==> src/include/sfs_defines.vh <==
// constants for the startup and fet turn-off sequencer
// Behaviour
// - wake on thermistor-two low or load-detect high
// - aux regulator powered 20 ms after wake
// - init started flag at 23 ms, alarm routable
// - init complete and scan done 47/35 ms
// - full scan done 97/62 ms
// - switch decision at fet time, then every 250 ms tick
// - fets on about 278 ms after wake
// - charge gate off pulls toward stack top
// - discharge gate pulls down until below load-detect
// - resume pulling when gate rises above again
// - pulsing ends after window, then high impedance while gate within margin of load-detect
`ifndef SFS_DEFINES_VH
`define SFS_DEFINES_VH
`define SFS_CLK_MHZ 200
`define SFS_CYC_PER_MS (`SFS_CLK_MHZ * 1000)
`define SFS_CYC_PER_US `SFS_CLK_MHZ
`define SFS_T_REG_MS 20
`define SFS_T_INIT_MS 23
`define SFS_T_COMP_SLOW_MS 47
`define SFS_T_COMP_FAST_MS 35
`define SFS_T_FULL_SLOW_MS 97
`define SFS_T_FULL_FAST_MS 62
`define SFS_T_TICK_MS 250
`define SFS_T_FET_MS 278
`define SFS_T_PULSE_US 150
`define SFS_ADDR_CTRL 8'h00
`define SFS_ADDR_STAT 8'h04
`define SFS_ADDR_IRQ_STAT 8'h08
`define SFS_ADDR_IRQ_EN 8'h0C
`define SFS_ADDR_IRQ_CLR 8'h10
`define SFS_CTRL_FAST 0
`define SFS_CTRL_AUTO_REG 1
`define SFS_CTRL_AUTO_SW 2
`define SFS_CTRL_ALARM_INIT 3
`define SFS_CTRL_CHG_OFF 4
`define SFS_CTRL_DSG_OFF 5
`define SFS_CTRL_RESET 32'h0000_0006
`define SFS_NUM_EVT 6
`endif

==> src/rtl/sfs_dsg_drv.v <==
// discharge gate pulsed turn-off driver
`default_nettype none
module sfs_dsg_drv #(
  parameter PULSE_CYC = 30000
) (
  input wire CLK_SYS, // system clock
  input wire RST_N, // synchronous reset, active low
  input wire off_cmd, // turn-off request level
  input wire gate_above, // gate above load-detect, synchronised
  input wire gate_near, // gate within margin of load-detect
  output reg pull_down, // pull gate toward ground
  output reg hiz, // driver high impedance
  output reg done // one-cycle pulse when pulsing ends
);
  localparam ST_ON = 2'b00;
  localparam ST_PULSE = 2'b01;
  localparam ST_HOLD = 2'b10;
  reg [1:0] st_q;
  reg [31:0] cnt_q;
  always @(posedge CLK_SYS) begin
    if (!RST_N) begin
      st_q <= ST_ON;
      cnt_q <= 32'h0000_0000;
      pull_down <= 1'b0;
      hiz <= 1'b0;
      done <= 1'b0;
    end else begin
      done <= 1'b0;
      case (st_q)
        ST_ON: begin
          hiz <= 1'b0;
          pull_down <= 1'b0;
          if (off_cmd) begin
            st_q <= ST_PULSE;
            cnt_q <= 32'h0000_0000;
            pull_down <= 1'b1;
          end
        end
        ST_PULSE: begin
          cnt_q <= cnt_q + 32'h0000_0001;
          pull_down <= gate_above;
          if (cnt_q == PULSE_CYC - 1) begin
            st_q <= ST_HOLD;
            pull_down <= 1'b0;
            hiz <= gate_near;
            done <= 1'b1;
          end
        end
        ST_HOLD: begin
          hiz <= gate_near;
          pull_down <= ~gate_near & gate_above;
          if (!off_cmd) begin
            st_q <= ST_ON;
          end
        end
        default: begin
          st_q <= ST_ON;
        end
      endcase
    end
  end
endmodule // sfs_dsg_drv
`default_nettype wire

==> src/rtl/sfs_sync.v <==
// three-stage synchroniser for pin inputs
`default_nettype none
module sfs_sync (
  input wire CLK_SYS, // system clock
  input wire RST_N, // synchronous reset, active low
  input wire din, // asynchronous input
  output reg dout // filtered level
);
  reg s1_q;
  reg s2_q;
  reg s3_q;
  always @(posedge CLK_SYS) begin
    if (!RST_N) begin
      s1_q <= 1'b0;
      s2_q <= 1'b0;
      s3_q <= 1'b0;
      dout <= 1'b0;
    end else begin
      s1_q <= din;
      s2_q <= s1_q;
      s3_q <= s2_q;
      if (s2_q == s3_q) begin
        dout <= s3_q;
      end
    end
  end
endmodule // sfs_sync
`default_nettype wire

==> src/rtl/sfs_top.v <==
// startup sequencer with fet turn-off and ahb-lite registers
`include "sfs_defines.vh"
`default_nettype none
module sfs_top #(
  parameter REG_CYC = `SFS_T_REG_MS * `SFS_CYC_PER_MS,
  parameter INIT_CYC = `SFS_T_INIT_MS * `SFS_CYC_PER_MS,
  parameter COMP_SLOW_CYC = `SFS_T_COMP_SLOW_MS * `SFS_CYC_PER_MS,
  parameter COMP_FAST_CYC = `SFS_T_COMP_FAST_MS * `SFS_CYC_PER_MS,
  parameter FULL_SLOW_CYC = `SFS_T_FULL_SLOW_MS * `SFS_CYC_PER_MS,
  parameter FULL_FAST_CYC = `SFS_T_FULL_FAST_MS * `SFS_CYC_PER_MS,
  parameter FET_CYC = `SFS_T_FET_MS * `SFS_CYC_PER_MS,
  parameter TICK_CYC = `SFS_T_TICK_MS * `SFS_CYC_PER_MS,
  parameter PULSE_CYC = `SFS_T_PULSE_US * `SFS_CYC_PER_US
) (
  input wire CLK_SYS, // system clock 200 MHz
  input wire RST_N, // synchronous reset, active low
  input wire HSEL, // ahb select
  input wire [31:0] HADDR, // ahb address
  input wire [1:0] HTRANS, // ahb transfer type
  input wire HWRITE, // ahb write
  input wire [2:0] HSIZE, // ahb size
  input wire [31:0] HWDATA, // ahb write data
  input wire HREADY, // ahb bus ready
  output wire HREADYOUT, // ahb slave ready
  output wire HRESP, // ahb response
  output reg [31:0] HRDATA, // ahb read data
  input wire THERMISTOR_TWO_PIN, // wake when low
  input wire LOAD_DETECT_PIN, // wake when high
  input wire DSG_ABOVE_LD, // comparator: gate above load-detect
  input wire DSG_NEAR_LD, // comparator: gate within margin
  output reg AUX_REGULATOR_OUTPUT, // aux regulator enable
  output reg ALARM_N, // alarm pin, low when active
  output reg CHARGE_GATE_ON, // charge pump drive for charge gate
  output reg CHARGE_GATE_TO_STACK, // switch gate to stack top
  output reg DISCHARGE_GATE_ON, // charge pump drive for discharge gate
  output wire DISCHARGE_GATE_PULL, // pull discharge gate to ground
  output wire DISCHARGE_GATE_HIZ, // discharge driver high impedance
  output wire IRQ // interrupt level
);
  ////////////////////////////////////////////////////////////////////
  localparam ST_SHUT = 2'b00;
  localparam ST_START = 2'b01;
  localparam ST_NORMAL = 2'b10;
  reg [1:0] st_q;
  reg [31:0] tmr_q;
  reg [31:0] tick_q;
  reg init_started_flag_q;
  reg init_complete_flag_q;
  reg conversion_scan_done_flag_q;
  reg full_scan_done_flag_q;
  reg fets_on_q;
  reg [31:0] ctrl_q;
  reg [`SFS_NUM_EVT-1:0] irq_stat_q;
  reg [`SFS_NUM_EVT-1:0] irq_en_q;
  reg [`SFS_NUM_EVT-1:0] evt;
  wire ts2_s;
  wire ld_s;
  wire dsg_above_s;
  wire dsg_near_s;
  wire dsg_done;
  wire fast_conversion_select = ctrl_q[`SFS_CTRL_FAST];
  wire auto_reg = ctrl_q[`SFS_CTRL_AUTO_REG];
  wire autonomous_switch_enable = ctrl_q[`SFS_CTRL_AUTO_SW];
  wire alarm_init = ctrl_q[`SFS_CTRL_ALARM_INIT];
  wire chg_off = ctrl_q[`SFS_CTRL_CHG_OFF];
  wire dsg_off = ctrl_q[`SFS_CTRL_DSG_OFF];
  wire [31:0] comp_cyc = fast_conversion_select ? COMP_FAST_CYC : COMP_SLOW_CYC;
  wire [31:0] full_cyc = fast_conversion_select ? FULL_FAST_CYC : FULL_SLOW_CYC;
  // first decision lands at fet time, later ones every tick after it
  wire [31:0] first_tick = FET_CYC;
  ////////////////////////////////////////////////////////////////////
  sfs_sync u_ts2 (.CLK_SYS(CLK_SYS), .RST_N(RST_N), .din(THERMISTOR_TWO_PIN), .dout(ts2_s));
  sfs_sync u_ld (.CLK_SYS(CLK_SYS), .RST_N(RST_N), .din(LOAD_DETECT_PIN), .dout(ld_s));
  sfs_sync u_ab (.CLK_SYS(CLK_SYS), .RST_N(RST_N), .din(DSG_ABOVE_LD), .dout(dsg_above_s));
  sfs_sync u_nr (.CLK_SYS(CLK_SYS), .RST_N(RST_N), .din(DSG_NEAR_LD), .dout(dsg_near_s));
  sfs_dsg_drv #(.PULSE_CYC(PULSE_CYC)) u_dsg (
    .CLK_SYS(CLK_SYS),
    .RST_N(RST_N),
    .off_cmd(dsg_off),
    .gate_above(dsg_above_s),
    .gate_near(dsg_near_s),
    .pull_down(DISCHARGE_GATE_PULL),
    .hiz(DISCHARGE_GATE_HIZ),
    .done(dsg_done)
  );
  // ts2 synchroniser resets low, so wake waits for it to read high first
  reg ts2_seen_q;
  ////////////////////////////////////////////////////////////////////
  always @(posedge CLK_SYS) begin
    if (!RST_N) begin
      st_q <= ST_SHUT;
      tmr_q <= 32'h0000_0000;
      tick_q <= 32'h0000_0000;
      ts2_seen_q <= 1'b0;
      AUX_REGULATOR_OUTPUT <= 1'b0;
      init_started_flag_q <= 1'b0;
      init_complete_flag_q <= 1'b0;
      conversion_scan_done_flag_q <= 1'b0;
      full_scan_done_flag_q <= 1'b0;
      fets_on_q <= 1'b0;
    end else begin
      if (ts2_s) begin
        ts2_seen_q <= 1'b1;
      end
      case (st_q)
        ST_SHUT: begin
          tmr_q <= 32'h0000_0000;
          if ((ts2_seen_q && !ts2_s) || ld_s) begin
            st_q <= ST_START;
          end
        end
        ST_START, ST_NORMAL: begin
          tmr_q <= tmr_q + 32'h0000_0001;
          if (auto_reg && tmr_q == REG_CYC - 1) begin
            AUX_REGULATOR_OUTPUT <= 1'b1;
          end
          if (tmr_q == INIT_CYC - 1) begin
            init_started_flag_q <= 1'b1;
          end
          if (tmr_q == comp_cyc - 1) begin
            init_complete_flag_q <= 1'b1;
            conversion_scan_done_flag_q <= 1'b1;
          end
          if (tmr_q == full_cyc - 1) begin
            full_scan_done_flag_q <= 1'b1;
            st_q <= ST_NORMAL;
          end
          if (st_q == ST_NORMAL) begin
            tick_q <= tick_q + 32'h0000_0001;
            if (tmr_q == first_tick - 1 || tick_q == TICK_CYC - 1) begin
              tick_q <= 32'h0000_0000;
              if (autonomous_switch_enable && full_scan_done_flag_q) begin
                fets_on_q <= 1'b1;
              end
            end
          end
          if (tmr_q == 32'hFFFF_FFFE) begin
            tmr_q <= tmr_q;
          end
        end
        default: begin
          st_q <= ST_SHUT;
        end
      endcase
    end
  end
  ////////////////////////////////////////////////////////////////////
  always @(posedge CLK_SYS) begin
    if (!RST_N) begin
      CHARGE_GATE_ON <= 1'b0;
      CHARGE_GATE_TO_STACK <= 1'b0;
      DISCHARGE_GATE_ON <= 1'b0;
      ALARM_N <= 1'b1;
    end else begin
      CHARGE_GATE_ON <= fets_on_q & ~chg_off;
      CHARGE_GATE_TO_STACK <= chg_off;
      DISCHARGE_GATE_ON <= fets_on_q & ~dsg_off;
      ALARM_N <= ~(alarm_init & init_started_flag_q);
    end
  end
  ////////////////////////////////////////////////////////////////////
  reg prev_init_q;
  reg prev_comp_q;
  reg prev_full_q;
  reg prev_fet_q;
  reg prev_reg_q;
  always @* begin
    evt = {dsg_done, fets_on_q & ~prev_fet_q, full_scan_done_flag_q & ~prev_full_q,
           init_complete_flag_q & ~prev_comp_q, init_started_flag_q & ~prev_init_q,
           AUX_REGULATOR_OUTPUT & ~prev_reg_q};
  end
  ////////////////////////////////////////////////////////////////////
  reg dph_q;
  reg dwr_q;
  reg [7:0] daddr_q;
  wire take = HSEL & HREADY & HTRANS[1];
  wire wr_now = dph_q & dwr_q;
  wire [`SFS_NUM_EVT-1:0] clr_bits =
    (wr_now && daddr_q == `SFS_ADDR_IRQ_CLR) ? HWDATA[`SFS_NUM_EVT-1:0] : {`SFS_NUM_EVT{1'b0}};
  assign HREADYOUT = 1'b1;
  assign HRESP = 1'b0;
  assign IRQ = |(irq_stat_q & irq_en_q);
  always @(posedge CLK_SYS) begin
    if (!RST_N) begin
      dph_q <= 1'b0;
      dwr_q <= 1'b0;
      daddr_q <= 8'h00;
      HRDATA <= 32'h0000_0000;
      ctrl_q <= `SFS_CTRL_RESET;
      irq_stat_q <= {`SFS_NUM_EVT{1'b0}};
      irq_en_q <= {`SFS_NUM_EVT{1'b0}};
      prev_init_q <= 1'b0;
      prev_comp_q <= 1'b0;
      prev_full_q <= 1'b0;
      prev_fet_q <= 1'b0;
      prev_reg_q <= 1'b0;
    end else begin
      prev_init_q <= init_started_flag_q;
      prev_comp_q <= init_complete_flag_q;
      prev_full_q <= full_scan_done_flag_q;
      prev_fet_q <= fets_on_q;
      prev_reg_q <= AUX_REGULATOR_OUTPUT;
      dph_q <= take;
      dwr_q <= HWRITE;
      daddr_q <= HADDR[7:0];
      // set wins over clear
      irq_stat_q <= (irq_stat_q & ~clr_bits) | evt;
      if (wr_now && daddr_q == `SFS_ADDR_CTRL) begin
        ctrl_q <= {26'h000_0000, HWDATA[5:0]};
      end
      if (wr_now && daddr_q == `SFS_ADDR_IRQ_EN) begin
        irq_en_q <= HWDATA[`SFS_NUM_EVT-1:0];
      end
      if (take && !HWRITE) begin
        case (HADDR[7:0])
          `SFS_ADDR_CTRL: HRDATA <= ctrl_q;
          `SFS_ADDR_STAT: HRDATA <= {24'h00_0000, DISCHARGE_GATE_HIZ, fets_on_q,
            full_scan_done_flag_q, conversion_scan_done_flag_q, init_complete_flag_q,
            init_started_flag_q, st_q};
          `SFS_ADDR_IRQ_STAT: HRDATA <= {26'h000_0000, irq_stat_q};
          `SFS_ADDR_IRQ_EN: HRDATA <= {26'h000_0000, irq_en_q};
          default: HRDATA <= 32'h0000_0000;
        endcase
      end
    end
  end
endmodule // sfs_top
`default_nettype wire

==> config.mk <==
export PLATFORM = sky130hd
export DESIGN_NAME = sfs_top
export DESIGN_NICKNAME = d
export VERILOG_FILES = /design/src/rtl/sfs_dsg_drv.v /design/src/rtl/sfs_sync.v /design/src/rtl/sfs_top.v
export VERILOG_INCLUDE_DIRS = /design/src /design/src/include
export SDC_FILE = /design/constraint.sdc
export NUM_CORES = 1
export LEC_CHECK = 0
export BUFFER_PORTS_ARGS = -buffer_cell sky130_fd_sc_hd__buf_4
export CORE_ASPECT_RATIO = 0.75
export CORE_MARGIN = 3
export CORE_UTILIZATION = 45
export DETAILED_ROUTE_END_ITERATION = 7
export GPL_TIMING_DRIVEN = 1
export PLACE_DENSITY_LB_ADDON = 0.12
export SLEW_MARGIN = 15
export SYNTH_ARGS = -nofsm -noshare
export SYNTH_HDL_FRONTEND = slang
export SYNTH_SLANG_ARGS = --single-unit
export TNS_END_PERCENT = 1
==> constraint.sdc <==
create_clock -name CLK_SYS -period 2.9 [get_ports CLK_SYS]
set_clock_uncertainty 0.1 [all_clocks]
set_input_delay 0.145 -clock CLK_SYS [delete_from_list [all_inputs] [get_ports CLK_SYS]]
set_output_delay 0.145 -clock CLK_SYS [all_outputs]
set_load 0.01 [all_outputs]
==> results.ini, run 1 <==
[outcome]
status=finished, final reports clean

[setup_path]
crit_required_ns=3.16
ff2ff_setup_slack_ns=0.35
cp-start-kind=flop
critical_path_class=reg -> reg
path_max_fanout=9
arrival_ns=2.81
end_kind=flop

[pwr]
power_frac_seq=0.469
power_density_nw_per_um2=536
p_int_mw=3.84
leakage_nw=3.37
combPwrFrac=0.069
p_sw_mw=1.21
vdd_drop_max_mv=0.350
switching_share=0.240
clkPwrFrac=0.463

[cts]
cts.reportedPaths.clkPinSlew_ns=0.07
cts_tree=done
numCtsBuffers=17
insertion_delay_ns=0.43
cts-root-buf=clkbuf_16
h-tree-depth=4
clock_path_buffers=2
cts.sinks=170

[global_routing]
grt_pass1_vias=5953
grt_max_degree=60
grt_usage=0.202
antenna_found_initial=0
gr-total-overflow=0
grt_first_pass_wirelength_mm=31.6

[logic_synthesis]
async_flop_share=0
synth_seq_cells=170
post-synth-top-count-cell=dfxtp_1
postSynthAreaPerCell_um2=8.78
synth.distinct_cells=69
ys.flop_type=dfxtp_1
synth_area_leaders=dfxtp_1 42%, nor2_1 4.6%, xor2_1 3.7%, nand3_1 3.6%, nand4_1 3.0%
yosysTopAreaCellShare=0.419
synthCells=924
synth_edf_count=0
seq_area_frac_synth=0.419
synth_area_um2=8110
ys_top_cells_by_count=170 x dfxtp_1, 100 x nor2_1, 59 x nand3_1
synth_warnings=0
yosys.area.top_type=dfxtp_1

[timing]
worst_slack_ns=0.351
fmax_mhz=392
tightest_slew_ns=0.660
slew_viol_final=0
rsz0062_at_grt=no
tns_ns=0
finalCriticalPeriod_ns=2.55
setup_viol=0
finalCritPeriodShare=0.879
slew_headroom=0.556
hold_viol=0
holdWs_ns=0.210

[route]
vias=6750
drc=0
ant_nets=0
dr.pass1.iters=5
routed_wl_mm=19.6
viasPerCell=5.49
detail_route.wl_per_cell_um=15.9
drtIter0Drc=517

[placement]
io_buffers=39
dp_hpwl_mm=13.6
gp_congestion=0.905
dp_slack_ns=0.465

[floorplan]
die_x_um=161
io_pins=120
die_h_um=122
rows=41
dieArea_um2=19700
start_util=0.471
core_area_um2=17200

[finish]
area_delta_synth_final_pct=16.3
nets=1069
drive_gt1_frac=0.126
antenna-diode-count=0

[job]
cap_violations=0

[worst_hold_path]
hold_class=in -> reg

[layout make-up]
| class | count | area, um2 |
|---|---|---|
| Clock buffer | 21 | 480 |
| Clock inverter | 11 | 135 |
| Fill cell | 1568 | 7800 |
| Inverter | 19 | 71.3 |
| Multi-Input combinational cell | 687 | 4350 |
| Sequential cell | 170 | 3400 |
| Tap cell | 236 | 295 |
| Timing Repair Buffer | 86 | 701 |
[layout by cell type (no fill, tap or decap), types with 7 or more instances in the layout]
cell type,synthesis,final
dfxtp_1,170,170
nor2_1,100,100
buf_4,26,64
nand3_1,59,59
nand2_1,57,57
nand4_1,39,39
xor2_1,34,34
a21oi_1,28,28
and2_1,26,26
conb_1,2,26
nor4_1,25,25
nor3_1,24,24
mux2i_1,23,23
xnor2_1,22,22
dlygate4sd3_1,0,22
o21ai_0,22,21
inv_1,19,19
or3_1,18,18
clkbuf_16,0,17
and3_1,15,15
or4_1,12,12
nor2b_1,11,11
o31ai_1,10,10
nand2b_1,10,10
and4_1,10,10
ha_1,10,10
a22oi_1,9,9
nand3b_1,9,9
o21a_1,7,7
[critical path, cell delays in order, from the launching register on]
cell and delay, ns:
dfxtp_1 0.53, nand4_1 0.29, nor4_1 0.52, o311ai_2 0.30, nor4_1 0.50, mux2i_1 0.23
[sequential cells by signal, indices dropped and copies added (netlist names), 2 cells and up]
| name | count |
|---|---|
| HRDATA | 8 |
| irq_en_q | 6 |
| irq_stat_q | 6 |
| tick_q | 32 |
| u_dsg.cnt_q | 32 |
| ctrl_q | 6 |
| st_q | 2 |
| tmr_q | 32 |
| daddr_q | 8 |
| u_dsg.st_q | 2 |
[cell families (layout without fill, tap and decap cells)]
| kind of cell | count (synthesis) | after routing | share of synthesized area |
|---|---|---|---|
| buf+inv | 91 | 137 | 0.0568 |
| xor+xnor | 56 | 56 | 0.0605 |
| simple gates | 441 | 441 | 0.295 |
| fa+ha+maj | 10 | 10 | 0.0154 |
| compound gates | 124 | 124 | 0.105 |
| mux | 30 | 30 | 0.0464 |
| flops | 170 | 170 | 0.419 |
| other cells | 2 | 26 | 0.000926 |
[worst paths after layout]
kind | from | depth (start not counted) | endpoint
min | HTRANS[1] | 5 | HRDATA[7]
max reg2reg | tmr_q[9] | 5 | tmr_q[22]
max | tmr_q[9] | 5 | tmr_q[22]
min reg2reg | ctrl_q[3] | 1 | ALARM_N
[metrics by stage]
stage,std cells,power [mW],cell area [um2],utilization
4_1_cts,1230,5.10,9440,0.547
5_1_grt,1230,5.26,9440,0.547
2_1_floorplan,948,2.66,8200,-
3_3_place_gp,1176,2.74,8600,0.499
3_5_place_dp,1176,2.74,8600,0.499
6_report,1230,5.05,9440,0.547
[what timing repair did]
action                    CTS  global route
buffers inserted            0             0
hold buffers               22             0
hold endpoints to repair   33             0
gates resized for setup     0             0
[power groups by stage]
stage	combinational (mW)	sequential, mW	clock [mW]
after floorplan	0.239	2.42	0
after global placement	0.315	2.42	0
after detailed placement	0.318	2.42	0
after CTS	0.343	2.37	2.39
after global routing	0.377	2.37	2.51
final	0.346	2.37	2.34
[layer usage]
metal | track usage | wire length (um) | up-vias | part of all wire
li1 | - | - | 3409 | -
met1 | 0.306 | 10200 | 3143 | 0.52
met2 | 0.285 | 8010 | 181 | 0.41
met3 | 0.0523 | 1200 | 17 | 0.061
met4 | 0.0527 | 165 | 0 | 0.0084
met5 | 0 | 0 | - | 0
(Power assumes the default switching activity.)
==> inputs of run 2 (changes only) <==
Settings changed: REMOVE_ABC_BUFFERS from default to 1.
==> run 2 against run 1 <==
  * Cell count is 0.33% lower
  * Maximum frequency is 3.3% higher
  * Wire length is 1.0% higher
  * First-iteration DRC count is 18% lower
  * Combinational power hardly changed
  * Critical path depth stayed put
  * Count of clock-buffer cells in the layout is 3 lower
  * Sequential power hardly changed
  * Hold slack better by 0.015 ns
  * Sequential share of layout area is 0.091 points higher
==> results.ini, run 2 (synthesis results as in run 1) <==
[finish]
top_regs=tick_q (32), tmr_q (32), u_dsg.cnt_q (32)  ; unchanged
area_delta_synth_final_pct=16.0  ; was 16.3%
layout_common_cells=170 x dfxtp_1, 100 x nor2_1, 60 x buf_4  ; was 170 x dfxtp_1, 100 x nor2_1, 64 x buf_4
drive_gt1_frac=0.122  ; was 0.126
antenna-diode-count=0  ; unchanged
final_common_cell=dfxtp_1  ; unchanged
nets=1065  ; was 1069
nFillCells=1626  ; was 1568

[route]
drtIter0Drc=422  ; was 517
dr.pass1.iters=5  ; unchanged
vias=6806  ; was 6750
routed_wl_mm=19.7  ; was 19.6 mm
drc=0  ; unchanged
detail_route.wl_per_cell_um=16.1  ; was 15.9 um
viasPerCell=5.55  ; was 5.49
ant_nets=0  ; unchanged

[timing]
finalCriticalPeriod_ns=2.47  ; was 2.55 ns
hold_viol=0  ; unchanged
fmax_mhz=405  ; was 392 MHz
slew_viol_final=0  ; unchanged
tightest_slew_ns=0.629  ; was 0.660 ns
setup_viol=0  ; unchanged
tns_ns=0  ; unchanged
slew_headroom=0.577  ; was 0.556
worst_slack_ns=0.433  ; was 0.351 ns
finalCritPeriodShare=0.851  ; was 0.879
rsz0062_at_grt=no  ; unchanged

[cts]
cts_resized=0  ; unchanged
insertion_delay_ns=0.43  ; about the same
hold_buffers=22  ; unchanged
clock_path_buffers=2  ; unchanged
cts-root-buf=clkbuf_16  ; unchanged
cts.reportedPaths.clkPinSlew_ns=0.07  ; about the same
numCtsBuffers=17  ; unchanged
cts_tree=done  ; unchanged
post_cts_buffers=0  ; unchanged
cts.sinks=170  ; unchanged
h-tree-depth=4  ; unchanged

[pwr]
leakage_nw=3.35  ; was 3.37 nW
p_sw_mw=1.24  ; was 1.21 mW
clkPwrFrac=0.468  ; was 0.463
power_frac_seq=0.464  ; was 0.469
switching_share=0.243  ; was 0.240
combPwrFrac=0.068  ; was 0.069
power_density_nw_per_um2=543  ; was 536 nW/um2
p_int_mw=3.87  ; was 3.84 mW
vdd_drop_max_mv=0.396  ; was 0.350 mV

[global_routing]
gr-total-overflow=0  ; unchanged
antenna_found_initial=0  ; unchanged
grt_max_degree=57  ; was 60
grt_pass1_vias=6317  ; was 5953
grt_usage=0.204  ; was 0.202
grt_first_pass_wirelength_mm=32.6  ; was 31.6 mm

[floorplan]
io_pins=120  ; unchanged
die_x_um=161  ; unchanged
start_util=0.471  ; unchanged
rows=41  ; unchanged
die_h_um=122  ; unchanged
dieArea_um2=19700  ; unchanged
core_area_um2=17200  ; unchanged

[outcome]
status=finished, final reports clean  ; unchanged

[placement]
dp_slack_ns=0.495  ; was 0.465 ns
gp_congestion=0.927  ; was 0.905
dp_hpwl_mm=13.9  ; was 13.6 mm
io_buffers=39  ; unchanged

[worst_hold_path]
hold_class=in -> reg  ; unchanged

[setup_path]
critical_path_class=reg -> reg  ; unchanged
arrival_ns=2.69  ; was 2.81 ns
cp-start-kind=flop  ; unchanged
path_max_fanout=14  ; was 9
end_kind=flop  ; unchanged
crit_required_ns=3.13  ; was 3.16 ns

[job]
cap_violations=0  ; unchanged

[run 2: critical path: stages (launching register included)]
cell and delay, ns:
dfxtp_1 0.50, nand3_1 0.21, or4_4 0.62, o31ai_4 0.61, o311ai_0 0.22, o41ai_1 0.09
[run 2: metal layers]
metal	track usage	vias to the layer above	wire (um)
met3	0.0536	16	1080
met4	0.0425	0	190
li1	-	3399	-
met5	0	-	0
met1	0.307	3213	10400
met2	0.292	178	8060
[run 2: power groups by stage]
stage,Sequential [mW],Combinational (mW),Clock (mW)
finish,2.37,0.345,2.39
global route,2.37,0.375,2.53
CTS,2.37,0.341,2.44
detailed placement,2.42,0.317,0
global placement,2.42,0.317,0
floorplan,2.42,0.180,0
[run 2: cell type report]
type / instances / area (um2) / share of cell area
Clock buffer: 18 / 439 / 0.0467
Sequential cell: 170 / 3400 / 0.362
Tap cell: 236 / 295 / 0.0314
Clock inverter: 14 / 183 / 0.0194
Timing Repair Buffer: 82 / 671 / 0.0713
Inverter: 19 / 71.3 / 0.00758
Multi-Input combinational cell: 687 / 4350 / 0.462
[run 2: path summary, 6_finish.rpt]
kind | from | endpoint | slack, ns | cells past startpoint
worst max-delay path | tmr_q[12] | tmr_q[23] | 0.43 | 5
worst min-delay path | HTRANS[1] | HRDATA[7] | 0.22 | 5
worst max register to register | tmr_q[12] | tmr_q[23] | 0.43 | 5
worst min register to register | u_ts2.s1_q | u_ts2.s2_q | 0.34 | 1
[run 2: per-stage QoR]
| step | total power [mW] | instances | hold slack [ns] | util | instance area (um2) |
|---|---|---|---|---|---|
| floorplan | 2.60 | 876 | 0.107 | - | 7810 |
| global placement | 2.74 | 1172 | 0.255 | 0.497 | 8570 |
| detailed placement | 2.74 | 1172 | 0.257 | 0.497 | 8570 |
| CTS | 5.15 | 1226 | 0.202 | 0.546 | 9410 |
| global route | 5.28 | 1226 | 0.255 | 0.546 | 9410 |
| finish | 5.11 | 1226 | 0.225 | 0.546 | 9410 |
==> inputs of run 3 (changes only) <==
Settings changed: MAX_ROUTING_LAYER from default to met4, SETUP_SLACK_MARGIN from default to 0.5.
==> run 3 against run 2 <==
  * Via count fell by 0.40%
  * Final area rose by 0.48%
  * Count of clock-buffer cells in the layout fell by 1
  * Power fell by 0.75%
  * Wire length fell by 1.8%
  * Global-route usage rose by 0.63 points
  * Critical path type unchanged
  * Largest cell class unchanged
==> results.ini, run 3 (synthesis results as in run 1) <==
[timing]
holdWs_ns=0.200  ; was 0.225 ns
slew_headroom=0.582  ; was 0.577
rsz0062_at_grt=yes  ; was no
finalCriticalPeriod_ns=2.43  ; was 2.47 ns
slew_viol_final=0  ; unchanged
setup_viol=0  ; unchanged
fmax_mhz=411  ; was 405 MHz
hold_viol=0  ; unchanged
finalCritPeriodShare=0.839  ; was 0.851
tns_ns=0  ; unchanged
tightest_slew_ns=0.622  ; was 0.629 ns

[route]
routed_wl_mm=19.4  ; was 19.7 mm
ant_nets=0  ; unchanged
drc=0  ; unchanged
dr.pass1.iters=5  ; unchanged
vias=6779  ; was 6806
viasPerCell=5.50  ; was 5.55
detail_route.wl_per_cell_um=15.7  ; was 16.1 um
drtIter0Drc=627  ; was 422

[cts]
h-tree-depth=4  ; unchanged
numCtsBuffers=17  ; unchanged
cts-root-buf=clkbuf_16  ; unchanged
insertion_delay_ns=0.44  ; was 0.43 ns
clock_path_buffers=2  ; unchanged
cts.sinks=170  ; unchanged
cts_tree=done  ; unchanged
cts_resized=0  ; unchanged
cts.reportedPaths.clkPinSlew_ns=0.07  ; about the same

[pwr]
combPwrFrac=0.072  ; was 0.068
switching_share=0.253  ; was 0.243
vdd_drop_max_mv=0.323  ; was 0.396 mV
power.total_mw=5.07  ; was 5.11 mW
p_sw_mw=1.28  ; was 1.24 mW
leakage_nw=3.38  ; was 3.35 nW
p_int_mw=3.79  ; was 3.87 mW
power_frac_seq=0.468  ; was 0.464
power_density_nw_per_um2=536  ; was 543 nW/um2
clkPwrFrac=0.460  ; was 0.468

[placement]
dp.cells=1177  ; was 1172
gp_congestion=0.955  ; was 0.927
place_area_um2=8610  ; was 8570 um2
dp_hpwl_mm=13.5  ; was 13.9 mm
io_buffers=39  ; unchanged

[setup_path]
end_kind=flop  ; unchanged
crit_chain=nor4_1 -> nand3b_1 -> or4_1 -> o221ai_2 -> buf_4 -> nor2_1  ; was nand3_1 -> or4_4 -> o31ai_4 -> o311ai_0 -> o41ai_1
cp-startpoint=tmr_q[19]  ; was tmr_q[12]
cp_slowest_stage_delay_ns=0.64  ; was 0.62 ns
arrival_ns=2.64  ; was 2.69 ns
critical_path_class=reg -> reg  ; unchanged
path_max_fanout=31  ; was 14
crit_required_ns=3.11  ; was 3.13 ns
cp-start-kind=flop  ; unchanged
crit_path_top_delay_cell=or4_1  ; was or4_4
r2r-start=tmr_q[19]  ; was tmr_q[12]

[floorplan]
die_x_um=161  ; unchanged
rows=41  ; unchanged
die_h_um=122  ; unchanged
dieArea_um2=19700  ; unchanged
io_pins=120  ; unchanged
core_area_um2=17200  ; unchanged
start_util=0.471  ; unchanged

[global_routing]
antenna_found_initial=0  ; unchanged
grt.busiest_layer=met1  ; unchanged
grt_use_met3=0.0432  ; was 0.0536
grt_pass1_vias=6194  ; was 6317
gr-total-overflow=0  ; unchanged
grt_first_pass_wirelength_mm=32.5  ; was 32.6 mm
grt_usage=0.210  ; was 0.204
grt_max_degree=49  ; was 57
grt_util_met1=0.318  ; was 0.307
met2_usage=0.280  ; was 0.292

[worst_hold_path]
hold_class=in -> reg  ; unchanged
hold_start=HTRANS[1]  ; unchanged

[finish]
nets=1072  ; was 1065
area_delta_synth_final_pct=16.6  ; was 16.0%
antenna-diode-count=0  ; unchanged
nFillCells=1613  ; was 1626
top_regs=tick_q (32), tmr_q (32), u_dsg.cnt_q (32)  ; unchanged
fin_cells=1233  ; was 1226
layout_common_cells=170 x dfxtp_1, 100 x nor2_1, 66 x buf_4  ; was 170 x dfxtp_1, 100 x nor2_1, 60 x buf_4
fin_area_um2=9460  ; was 9410 um2
drive_gt1_frac=0.128  ; was 0.122
final_common_cell=dfxtp_1  ; unchanged

[job]
cap_violations=0  ; unchanged

[outcome]
status=finished, final reports clean  ; unchanged

==> run 3: repair_timing <==
item	in CTS	in global routing
setup endpoints to repair	5	60
hold buffers	22	0
setup buffers	0	2
pin swaps	1	1
hold endpoints to repair	40	0
==> run 3: worst max-delay path, delay by kind of cell (launching register included) <==
family	cells	cell delay (ns)
AND/OR/NAND/NOR	4	1.20
flip-flops	1	0.44
buffers and inverters	1	0.34
AO/OA/AOI/OAI	1	0.21
==> run 3: worst paths after layout <==
check / endpoint / slack [ns] / cells after the start
max: tick_q[13] / 0.47 / 6
min: HRDATA[7] / 0.20 / 5
max reg2reg: tick_q[13] / 0.47 / 6
min reg2reg: u_nr.s2_q / 0.33 / 1
==> run 3: power groups by stage <==
stage | clock (mW) | combinational, mW | sequential (mW)
after floorplan | 0 | 0.180 | 2.42
after global placement | 0 | 0.320 | 2.43
after detailed placement | 0 | 0.320 | 2.43
after CTS | 2.39 | 0.343 | 2.37
after global routing | 2.48 | 0.397 | 2.37
final | 2.33 | 0.364 | 2.37
==> run 3: area by class of cell <==
type,instances,area [um2],area share
flip-flops and latches,170,3400,0.360
well taps,236,295,0.0312
inverters,19,71.3,0.00754
repair buffers,89,736,0.0778
multi-input cells,687,4350,0.460
clock inverters,15,176,0.0187
clock buffers,17,425,0.0450
==> run 3: layer usage <==
layer,wire [um],share of wire,vias to the layer above
met4,164,0.0085,0
met2,7750,0.40,166
met3,908,0.047,13
met1,10600,0.54,3185
met5,0,0,-
li1,-,-,3415
==> run 3: metrics by stage <==
step	utilization	setup slack [ns]
detailed placement	0.499	0.472
global placement	0.499	0.497
global route	0.549	0.320
CTS	0.547	0.534
floorplan	-	0.0382
finish	0.549	0.468
